`config.mk`:
```
export PLATFORM = sky130hd
export DESIGN_NAME = acop_top
export DESIGN_NICKNAME = d
export VERILOG_FILES = /design/src/acop_pkg.sv /design/src/acop_top.sv
export VERILOG_INCLUDE_DIRS = /design/src
export SDC_FILE = /design/constraint.sdc
export NUM_CORES = 2
export LEC_CHECK = 0
export BUFFER_PORTS_ARGS = -buffer_cell sky130_fd_sc_hd__buf_4
export CORE_UTILIZATION = 50
export CTS_BUF_LIST = sky130_fd_sc_hd__clkbuf_4 sky130_fd_sc_hd__clkbuf_8
export CTS_CLUSTER_SIZE = 20
export DETAILED_ROUTE_END_ITERATION = 12
export PLACE_DENSITY = 0.66
export SLEW_MARGIN = 30
export SYNTH_ARGS = -nofsm -noshare
export SYNTH_HDL_FRONTEND = slang
export SYNTH_SLANG_ARGS = --single-unit
```
`constraint.sdc`:
```
create_clock -name clk_in -period 6.09 [get_ports clk_in]
set_clock_uncertainty 0.05 [all_clocks]
set_input_delay 0 -clock clk_in [delete_from_list [all_inputs] [get_ports clk_in]]
set_output_delay 0 -clock clk_in [all_outputs]
set_load 0.05 [all_outputs]
```
`src/acop_cfg.svh`:
```
// constants for the converter control pins and sample output block
`ifndef ACOP_CFG_SVH
`define ACOP_CFG_SVH
// apb byte offsets
`define ACOP_OFF_CONTROL    12'h000
`define ACOP_OFF_STATUS     12'h004
`define ACOP_OFF_REG_ACCESS 12'h008
// control register fields
`define ACOP_CTL_SOFT_RST   0
// serial register addresses and fields
`define ACOP_SREG_RESET     8'h00
`define ACOP_SREG_MODE      8'h01
`define ACOP_SBIT_READOUT   0
`define ACOP_SBIT_SOFT_RST  1
`define ACOP_SBIT_LOW_SPEED 0
`define ACOP_SBIT_CMOS      1
`define ACOP_SBIT_TWOS      2
`define ACOP_SREG_RESET_VAL 8'h00
// serial frame geometry: address bits then data bits
`define ACOP_ADDR_BITS      8
`define ACOP_DATA_BITS      8
`define ACOP_FRAME_BITS     16
// output clock half period in system clock cycles
`define ACOP_OUT_HALF_DIV   4
`endif

```
`src/acop_pkg.sv`:
```
// types shared by the converter control and sample output block
package acop_pkg;
    typedef struct packed {
        logic [11:0] chan_a;
        logic [11:0] chan_b;
    } acop_sample_t;

    typedef struct packed {
        logic        psel;
        logic        penable;
        logic        pwrite;
        logic [11:0] paddr;
        logic [31:0] pwdata;
    } acop_apb_req_t;

    typedef enum logic [1:0] {
        SER_IDLE = 2'b00,
        SER_ADDR = 2'b01,
        SER_DATA = 2'b10
    } acop_ser_state_t;

    typedef struct packed {
        logic global_down;
        logic chan_a_down;
        logic chan_b_down;
    } acop_power_t;
endpackage : acop_pkg

```
`src/acop_top.sv`:
```
// converter control pins, serial configuration port and sample output bus
// How it works
// Registers are cleared by a high pulse on the reset pin or by the software reset bit.
// The host keeps the reset pin high for the whole time it wants parallel configuration.
// With the reset pin high, serial clock and frame select are read as static straps.
// Serial clock shifts the port when reset is low and picks low-speed mode when high.
// Frame select frames transfers when reset is low and picks interface and format when high.
// The readout pin drives register data only while the readout bit is set, else floats.
// Each transfer holds an 8-bit address followed by 8 bits of data.
// The three power select pins are decoded together as one power-down code; here pin 3 powers all down and pins 1 and 2 each down one channel.
// Differential mode sends six pairs per channel, each carrying two adjacent bits.
// Differential mode drives true and complement output clocks with the data.
// Single-ended mode drives 12 parallel bits per channel with one output clock.
// Single-ended mode leaves the complement clock pin unused, held low.
// Low-speed mode is off after reset and must be enabled by the host below 80 MSPS.
// A frame is exactly 16 serial clocks, address first, latched on the last clock.
`timescale 1ns/1ps
`include "acop_cfg.svh"
module acop_top #(
    parameter int OUT_HALF_DIV = `ACOP_OUT_HALF_DIV
) (
    input  wire logic                 clk_in,
    input  wire logic                 sys_rst_in,
    input  wire acop_pkg::acop_apb_req_t apb_req_in,
    output logic [31:0]               prdata_out,
    output logic                      pready_out,
    output logic                      pslverr_out,
    input  wire logic                 config_reset_in,
    input  wire logic                 config_serial_clock_in,
    input  wire logic                 config_frame_select_in,
    input  wire logic                 config_serial_in,
    output logic                      config_serial_out,
    output logic                      config_serial_oe_out,
    input  wire logic                 power_select_pin_1_in,
    input  wire logic                 power_select_pin_2_in,
    input  wire logic                 power_select_pin_3_in,
    input  wire acop_pkg::acop_sample_t sample_in,
    input  wire logic                 sample_valid_in,
    output logic                      sample_ready_out,
    output logic                      out_clock_true_out,
    output logic                      out_clock_complement_out,
    output logic [11:0]               chan_a_bits_out,
    output logic [11:0]               chan_b_bits_out
);
    import acop_pkg::*;

    // refuse a divider that the 8-bit counter cannot hold
    if (OUT_HALF_DIV < 1 || OUT_HALF_DIV > 255)
    begin : g_bad_div
        $error("OUT_HALF_DIV out of range");
    end

    ////////////////////////////////////////////////////////////////////////////////////
    // pin synchronisers: stage one feeds stage two only
    logic [6:0] pin_s1;
    logic [6:0] pin_s2;
    logic       sclk_s3;
    always_ff @(posedge clk_in)
    begin
        pin_s1  <= {config_reset_in, config_serial_clock_in, config_frame_select_in,
                    config_serial_in, power_select_pin_3_in, power_select_pin_2_in,
                    power_select_pin_1_in};
        pin_s2  <= pin_s1;
        sclk_s3 <= pin_s2[5];
    end

    wire       rst_pin   = pin_s2[6];
    wire       sclk      = pin_s2[5];
    wire       frame_n   = pin_s2[4];
    wire       sdi       = pin_s2[3];
    wire [2:0] pwr_code  = pin_s2[2:0];
    wire       sclk_rise = sclk & ~sclk_s3;
    wire       sclk_fall = ~sclk & sclk_s3;

    // each pin is its own enable: pin 3 downs everything, pin 1 channel A, pin 2 channel B
    function automatic acop_power_t decode_power(input logic [2:0] code);
        acop_power_t p;
        p.global_down = code[2];
        p.chan_a_down = code[2] | code[0];
        p.chan_b_down = code[2] | code[1];
        return p;
    endfunction : decode_power

    wire acop_power_t pwr = decode_power(pwr_code);

    ////////////////////////////////////////////////////////////////////////////////////
    // serial register file and shifter
    logic [7:0]       sregs [0:255];
    acop_ser_state_t  ser_state;
    logic [4:0]       bit_cnt;
    logic [14:0]      shift_in;
    logic [7:0]       shift_out;
    logic             soft_rst_apb;

    wire        frame_on   = ~rst_pin & ~frame_n;
    wire [15:0] word       = {shift_in, sdi};
    wire        frame_done = frame_on & sclk_rise &
                             (bit_cnt == 5'(`ACOP_FRAME_BITS - 1));
    wire        addr_done  = frame_on & sclk_rise &
                             (bit_cnt == 5'(`ACOP_ADDR_BITS - 1));
    wire [7:0]  wr_addr    = word[15:8];
    wire [7:0]  wr_data    = word[7:0];
    wire        soft_rst_ser = frame_done & (wr_addr == `ACOP_SREG_RESET) &
                               wr_data[`ACOP_SBIT_SOFT_RST];
    wire        clear_regs = rst_pin | soft_rst_ser | soft_rst_apb;
    wire        readout_en = sregs[`ACOP_SREG_RESET][`ACOP_SBIT_READOUT];
    wire        apb_acc_wr;
    wire [7:0]  apb_idx;
    wire [7:0]  prdata_src_data;

    // frame sequencer; a frame dropped early restarts at the next one
    always_ff @(posedge clk_in)
    begin
        if (sys_rst_in || !frame_on)
        begin
            ser_state <= SER_IDLE;
            bit_cnt   <= 5'h00;
        end
        else if (sclk_rise)
        begin
            shift_in  <= word[14:0];
            bit_cnt   <= frame_done ? 5'h00 : bit_cnt + 5'h01;
            // data phase holds until the frame ends, so readout keeps shifting
            ser_state <= frame_done ? SER_IDLE :
                         (addr_done || ser_state == SER_DATA) ? SER_DATA : SER_ADDR;
        end
    end

    // register array; clearing wins over any write in the same cycle
    always_ff @(posedge clk_in)
    begin
        if (sys_rst_in || clear_regs)
        begin
            for (int i = 0; i < 256; i++)
                sregs[i] <= `ACOP_SREG_RESET_VAL;
        end
        else if (frame_done)
            sregs[wr_addr] <= wr_data;
        else if (apb_acc_wr)
            sregs[apb_idx] <= prdata_src_data;
    end

    // readout: load after the address, shift on falling serial clock edges
    always_ff @(posedge clk_in)
    begin
        if (sys_rst_in)
            shift_out <= 8'h00;
        else if (addr_done)
            shift_out <= sregs[word[7:0]];
        else if (frame_on && sclk_fall && ser_state == SER_DATA && bit_cnt > 5'h08)
            shift_out <= {shift_out[6:0], 1'b0};
    end

    always_ff @(posedge clk_in)
    begin
        if (sys_rst_in)
        begin
            config_serial_out    <= 1'b0;
            config_serial_oe_out <= 1'b0;
        end
        else
        begin
            config_serial_out    <= readout_en & shift_out[7];
            config_serial_oe_out <= readout_en;
        end
    end

    ////////////////////////////////////////////////////////////////////////////////////
    // effective mode: straps while reset pin is high, else serial registers
    logic low_speed;
    logic iface_cmos;
    logic fmt_twos;
    wire  [7:0] mode_reg = sregs[`ACOP_SREG_MODE];
    always_ff @(posedge clk_in)
    begin
        if (sys_rst_in)
        begin
            low_speed  <= 1'b0;
            iface_cmos <= 1'b0;
            fmt_twos   <= 1'b0;
        end
        else if (rst_pin)
        begin
            low_speed  <= sclk;
            iface_cmos <= frame_n;
            fmt_twos   <= frame_n;
        end
        else
        begin
            low_speed  <= mode_reg[`ACOP_SBIT_LOW_SPEED];
            iface_cmos <= mode_reg[`ACOP_SBIT_CMOS];
            fmt_twos   <= mode_reg[`ACOP_SBIT_TWOS];
        end
    end

    ////////////////////////////////////////////////////////////////////////////////////
    // two-entry sample buffer; drained once per output clock period
    acop_sample_t buf_mem [0:1];
    logic [1:0]   buf_cnt;
    logic         buf_wp;
    logic         buf_rp;
    logic         pop;
    wire          push = sample_valid_in & sample_ready_out;
    always_ff @(posedge clk_in)
    begin
        if (sys_rst_in)
        begin
            buf_cnt <= 2'h0;
            buf_wp  <= 1'b0;
            buf_rp  <= 1'b0;
        end
        else
        begin
            if (push)
            begin
                buf_mem[buf_wp] <= sample_in;
                buf_wp          <= ~buf_wp;
            end
            if (pop)
                buf_rp <= ~buf_rp;
            buf_cnt <= buf_cnt + 2'(push) - 2'(pop);
        end
    end

    // ready registered from the next fill level: both entries used, never overflows
    always_ff @(posedge clk_in)
    begin
        if (sys_rst_in)
            sample_ready_out <= 1'b0;
        else
            sample_ready_out <= (buf_cnt + 2'(push) - 2'(pop)) != 2'h2;
    end

    ////////////////////////////////////////////////////////////////////////////////////
    // output clock divider and data launch
    logic [7:0]   div_cnt;
    logic         phase;
    acop_sample_t cur;
    wire          half_en = div_cnt == 8'(OUT_HALF_DIV - 1);
    assign        pop     = half_en & ~phase & ~pwr.global_down & (buf_cnt != 2'h0);
    wire [11:0]   a_fmt   = {cur.chan_a[11] ^ fmt_twos, cur.chan_a[10:0]};
    wire [11:0]   b_fmt   = {cur.chan_b[11] ^ fmt_twos, cur.chan_b[10:0]};

    // pin 2k carries the pair's true leg, pin 2k+1 its complement
    function automatic logic [11:0] ddr_pairs(input logic [11:0] d, input logic odd);
        logic [11:0] r;
        r = 12'h000;
        for (int k = 0; k < 6; k++)
        begin
            r[2*k]   = odd ? d[2*k+1] : d[2*k];
            r[2*k+1] = ~r[2*k];
        end
        return r;
    endfunction : ddr_pairs

    wire [11:0] a_lane = iface_cmos ? a_fmt : ddr_pairs(a_fmt, phase);
    wire [11:0] b_lane = iface_cmos ? b_fmt : ddr_pairs(b_fmt, phase);

    always_ff @(posedge clk_in)
    begin
        if (sys_rst_in || pwr.global_down)
        begin
            div_cnt <= 8'h00;
            phase   <= 1'b0;
        end
        else
        begin
            div_cnt <= half_en ? 8'h00 : div_cnt + 8'h01;
            phase   <= half_en ? ~phase : phase;
        end
    end

    always_ff @(posedge clk_in)
    begin
        if (sys_rst_in)
            cur <= '0;
        else if (pop)
            cur <= buf_mem[buf_rp];
    end

    // pins follow the launch state one cycle later
    always_ff @(posedge clk_in)
    begin
        if (sys_rst_in)
        begin
            out_clock_true_out       <= 1'b0;
            out_clock_complement_out <= 1'b0;
            chan_a_bits_out          <= 12'h000;
            chan_b_bits_out          <= 12'h000;
        end
        else
        begin
            out_clock_true_out       <= phase;
            out_clock_complement_out <= ~iface_cmos & ~phase;
            chan_a_bits_out          <= pwr.chan_a_down ? 12'h000 : a_lane;
            chan_b_bits_out          <= pwr.chan_b_down ? 12'h000 : b_lane;
        end
    end

    ////////////////////////////////////////////////////////////////////////////////////
    // apb slave, one wait state, answer registered
    logic [7:0] acc_idx;
    wire acc_ph   = apb_req_in.psel & apb_req_in.penable & ~pready_out;
    wire is_ctl   = apb_req_in.paddr == `ACOP_OFF_CONTROL;
    wire is_stat  = apb_req_in.paddr == `ACOP_OFF_STATUS;
    wire is_acc   = apb_req_in.paddr == `ACOP_OFF_REG_ACCESS;
    wire mapped   = is_ctl | is_stat | is_acc;
    // writes land at the edge where the master samples ready high
    wire do_wr    = apb_req_in.psel & apb_req_in.penable & pready_out &
                    apb_req_in.pwrite & mapped;
    assign soft_rst_apb = do_wr & is_ctl & apb_req_in.pwdata[`ACOP_CTL_SOFT_RST];
    assign apb_acc_wr   = do_wr & is_acc;
    assign apb_idx      = apb_req_in.pwdata[15:8];
    assign prdata_src_data = apb_req_in.pwdata[7:0];
    wire [31:0] stat_word = {24'h000000, 1'b0, pwr_code, fmt_twos, iface_cmos,
                             low_speed, rst_pin};
    wire [31:0] rd_word   = is_stat ? stat_word :
                            is_acc  ? {16'h0000, acc_idx, sregs[acc_idx]} : 32'h00000000;

    always_ff @(posedge clk_in)
    begin
        if (sys_rst_in)
        begin
            pready_out  <= 1'b0;
            pslverr_out <= 1'b0;
            prdata_out  <= 32'h00000000;
            acc_idx     <= 8'h00;
        end
        else
        begin
            pready_out  <= acc_ph;
            pslverr_out <= acc_ph & ~mapped;
            prdata_out  <= (acc_ph & ~apb_req_in.pwrite) ? rd_word : 32'h00000000;
            acc_idx     <= apb_acc_wr ? apb_idx : acc_idx;
        end
    end
endmodule : acop_top

```
==> flow_results.org <==
** STA
- Worst relative slew slack :: 0.150
- Number of setup violations in the final report :: 0
- The number of pins with negative max-slew slack in the final report came to 0.
- Setup repair after global routing left no endpoint under its margin.
- The final hold violation count is 0.
- Maximum clock frequency :: 201 MHz
- TNS Setup :: 0 ns
- Clock period minus final worst setup slack :: 4.97 ns
- At the pin with the least slew margin, the transition time is 1.27 ns.
- Dividing the final minimum period by the clock period gives 0.816.

** Detailed routing
- Vias per Instance :: 6.96
- Summing over every cut layer, the via total after detailed routing is 83100.
- The final layout contains routed wiring with a total length of 415000 µm.
- The first routing iteration left 13900 violations.
- The first detailed-routing pass took 10 iterations.
- For this run, design rule violations remaining after detail routing come to 0.
- The detail route stage leaves a number of antenna-violating nets equal to 0.
- Routed length per placed instance :: 34.7 µm

** Global route
- Global routing finished with a remaining overflow of 0.
- First-pass GRT wire length :: 581000 µm
- For this run, the total global-route usage over all layers was measured as 0.357.
- The number of antenna violations at the first check in global routing was 33.
- Via count of the first global-routing pass :: 79400
- Entering global routing, the biggest net connects 133 pins.

** Final layout
- Non-Filler Cell Area, Final :: 127000 µm²
- Total Nets Final :: 8742
- After the flow finishes, the layout carries non-filler instances totaling 11900.
- Relative to the synthesized area, the layout overhead comes to 11.9%.
- Fraction of final layout cells sized beyond drive strength 1 :: 0.226

** Setup path
- Worst setup SP type :: flip-flop
- Capture instance of the worst register-to-register path :: sregs[76][1]
- Internal reg-to-reg setup slack :: 1.12 ns
- Required time at the worst-slack endpoint :: 6.76 ns
- Cell depth of the worst flop-to-flop path :: 9
- Of all nets on the critical path, the largest fanout is 33.
- The startpoint identified for the worst register-to-register timing path is bit_cnt[0].
- Worst path arrival time :: 5.63 ns
- Startpoint-to-endpoint class of the critical path :: flip-flop to flip-flop
- STA classifies the critical path endpoint as a flip-flop.

** Power and ir drop
- The worst-case IR drop observed on VDD is 0.190 mV.
- P_leak :: 0.0449 µW
- For this design the ratio of total power to cell area is 261 nW/µm².

** Hold path
- The worst hold path begins at apb_req_in[1].
- The worst hold path was traced through 5 stages.
- The worst hold path terminates at sregs[180][1].
- Path category of the worst min-delay check :: primary input to flip-flop

** Clock tree
- In this run the clock root is driven by a clkbuf_8.
- Clock insertion delay at the later pin of the skew report :: 1.13 ns
- Total clock buffers created by CTS :: 390
- CTS max path bufs :: 4
- Number of clock sinks seen by CTS :: 2244
- Once the clock tree was built, the setup fixing pass inserted 0 buffers.
- TritonCTS built the clock tree.
- Clock-pin slew of the registers on the worst-case setup and hold paths :: 0.06 ns
- The H-tree was split into 5 levels.

** Logic synthesis
- Portion of the post-synthesis area used by sequential elements :: 0.582
- Yosys printed 0 warnings.
- In this run, distinct cell masters in the synthesized netlist total 76.
- Sorting the synthesized cells by area gives the leading types as edfxtp_1 (56%), mux4_2 (18%), nor2_1 (7.3%).
- Of all cell types, the one taking the most synthesized area is edfxtp_1.
- Cell count after synthesis :: 8474
- EDFF count, synth :: 2111
- Area share of the largest cell type after synthesis :: 0.558
- After synthesis, the share of flip-flops with an asynchronous set or reset is 0.
- Among all flip-flop cells after synthesis, the most frequent one is edfxtp_1.
- The cell area that synthesis handed to floorplanning was 114000 µm².
- Synthesized area divided by synthesized cell count :: 13.4 µm²
- Synthesis inferred 2244 register bits.

** Floorplan
- From left edge to right edge, the die measures 479 µm.
- During I/O placement, the number of pins put on the boundary was 144.
- Starting density of the core :: 0.504
- Measured along the y axis, the die boundary spans 479 µm.
- Die Area :: 229000 µm²
- Cell row count :: 174
- In this run the standard cell core region covers 225000 µm².

** Job
- Count of maximum capacitance violations :: 0

** Placement
- Placed cell count :: 11100
- Post-DP Area :: 118000 µm²
- HPWL Detailed :: 279000 µm
- In this run the tool buffered the top-level ports with 111 buffer cells.
- At the end of routability-driven placement, the weighted congestion stood at 1.02.

** Run status
- The run finished with clean final reports.
[stage by stage]
step	total power [µW]	worst slack, ns	hold slack [ns]	util
2_1_floorplan	19000	2.74	-0.0223	-
3_3_place_gp	19700	1.17	0.0542	0.525
3_5_place_dp	19800	1.20	0.0556	0.525
4_1_cts	33100	1.26	0.00986	0.564
5_1_grt	33900	0.985	0.0614	0.564
6_report	33200	1.12	0.0462	0.564
[critical path, cell delays in order, from the launching register on]
cell and delay, ns:
dfxtp_1 0.41, ha_1 0.24, nand3b_1 0.20, o31a_1 0.44
nand3_4 0.14, buf_4 0.66, mux2_2 0.55, nor4_4 0.81
nand3_1 0.57, nand2_1 0.50
[cell usage in the layout (no fill, tap or decap), types with 12 or more instances in the layout]
cell type,count
nor2_1,2216
edfxtp_1,2111
mux4_2,932
nand2_1,680
mux2i_1,418
clkbuf_8,400
buf_4,320
a21oi_1,158
nand3_1,132
dfxtp_1,126
clkbuf_4,126
dlygate4sd3_1,126
o221ai_1,117
o22ai_1,102
clkinv_1,89
a211oi_1,66
nor3_1,65
buf_12,58
o21ai_0,53
a22oi_1,46
nor2b_1,43
clkinv_2,40
a31oi_1,34
mux2_2,25
and3_1,23
and2_1,23
nor4_1,21
nand2b_1,20
a221oi_1,18
diode_2,16
inv_1,16
o211ai_1,16
nor4_4,16
conb_1,16
a2111oi_0,13
nand4_1,12
or3_1,12
[per-layer routing]
metal  share of wire  up-vias  wire, µm  track usage
li1                -    32800         -            -
met3            0.15     1482     62800        0.121
met5          0.0013        -       520      0.00269
met2            0.44     7176    182000        0.521
met1            0.33    41700    138000        0.454
met4           0.077       42     32000        0.234
[synth_stat cells, types with 8 or more instances]
| library cell | n |
|---|---|
| edfxtp_1 | 2111 |
| o22ai_1 | 102 |
| clkbuf_1 | 457 |
| nand2_2 | 10 |
| or3_1 | 12 |
| a22o_1 | 8 |
| a22oi_1 | 46 |
| nor3_1 | 76 |
| buf_4 | 38 |
| o211ai_1 | 16 |
| mux2i_1 | 428 |
| a21oi_1 | 158 |
| nor4_1 | 28 |
| and2_1 | 24 |
| nor2b_1 | 48 |
| o21ai_0 | 56 |
| nand2b_1 | 22 |
| and3_1 | 23 |
| nor4_2 | 15 |
| o221ai_1 | 117 |
| nand4_1 | 12 |
| mux4_2 | 932 |
| dfxtp_1 | 133 |
| nand3_1 | 132 |
| a221oi_1 | 18 |
| or4_1 | 9 |
| inv_1 | 20 |
| a31oi_1 | 35 |
| a211oi_1 | 66 |
| a2111oi_0 | 18 |
| mux2_2 | 25 |
| o2111ai_1 | 8 |
| buf_1 | 78 |
| nand2_1 | 682 |
| nor2_1 | 2218 |
| xor2_1 | 9 |
| buf_2 | 162 |
[cell families after synthesis]
logic type / share of synthesized area
AO/OA/AOI/OAI: 0.0439
XOR/XNOR: 0.00108
adder cells (fa/ha/maj): 0.000551
buffers and inverters: 0.0281
flip-flops: 0.582
multiplexers: 0.225
other: 0.0000330
AND/OR/NAND/NOR: 0.120
[cell type report]
class                   count  area, µm²
clock buffers             526       6450
multi-input cells        5487      44900
repair buffers            510       4920
clock inverters           146        911
fillers                 18100      98200
diodes                     16       40.0
well taps                2992       3740
flip-flops and latches   2244      66100
inverters                  23       96.3
[registers in the layout, summed over array words and instances, names as in the netlist, 2 cells and up, named ones only]
| signal | flops |
|---|---|
| a_fmt | 11 |
| chan_a_bits_out | 12 |
| ser_state | 2 |
| prdata_out | 16 |
| sregs | 2048 |
| b_fmt | 11 |
| bit_cnt | 5 |
| pin_s1 | 7 |
| buf_cnt | 2 |
| shift_in | 15 |
| buf_mem | 48 |
| pin_s2 | 7 |
| acc_idx | 8 |
| chan_b_bits_out | 12 |
| div_cnt | 8 |
| cur | 2 |
| shift_out | 8 |
[power by group]
part           internal [µW]  switching [µW]  total [µW]
clock network           7250            6340       13600
logic                    739            1120        1860
registers              17400             359       17800
total                  25400            7820       33200
[worst max path at each step]
| stage | slack, ns | startpoint | cells past startpoint | endpoint |
|---|---|---|---|---|
| final | 1.12 | bit_cnt[0] | 9 | sregs[76][1] |
| after global routing | 0.98 | bit_cnt[0] | 9 | sregs[76][1] |
| after CTS | 1.26 | bit_cnt[0] | 9 | sregs[76][1] |
| after detailed placement | 1.20 | apb_req_in[39] | 9 | sregs[99][2] |
| after global placement | 1.17 | bit_cnt[0] | 10 | sregs[33][5] |
| after floorplan | 2.74 | pready_out | 9 | sregs[226][0] |
[what timing repair did]
action | CTS | global route
hold buffers | 127 | 0
gates resized for setup | 0 | 0
endpoints found under the hold margin | 2241 | 0
Power figures use the tool's default switching activity.
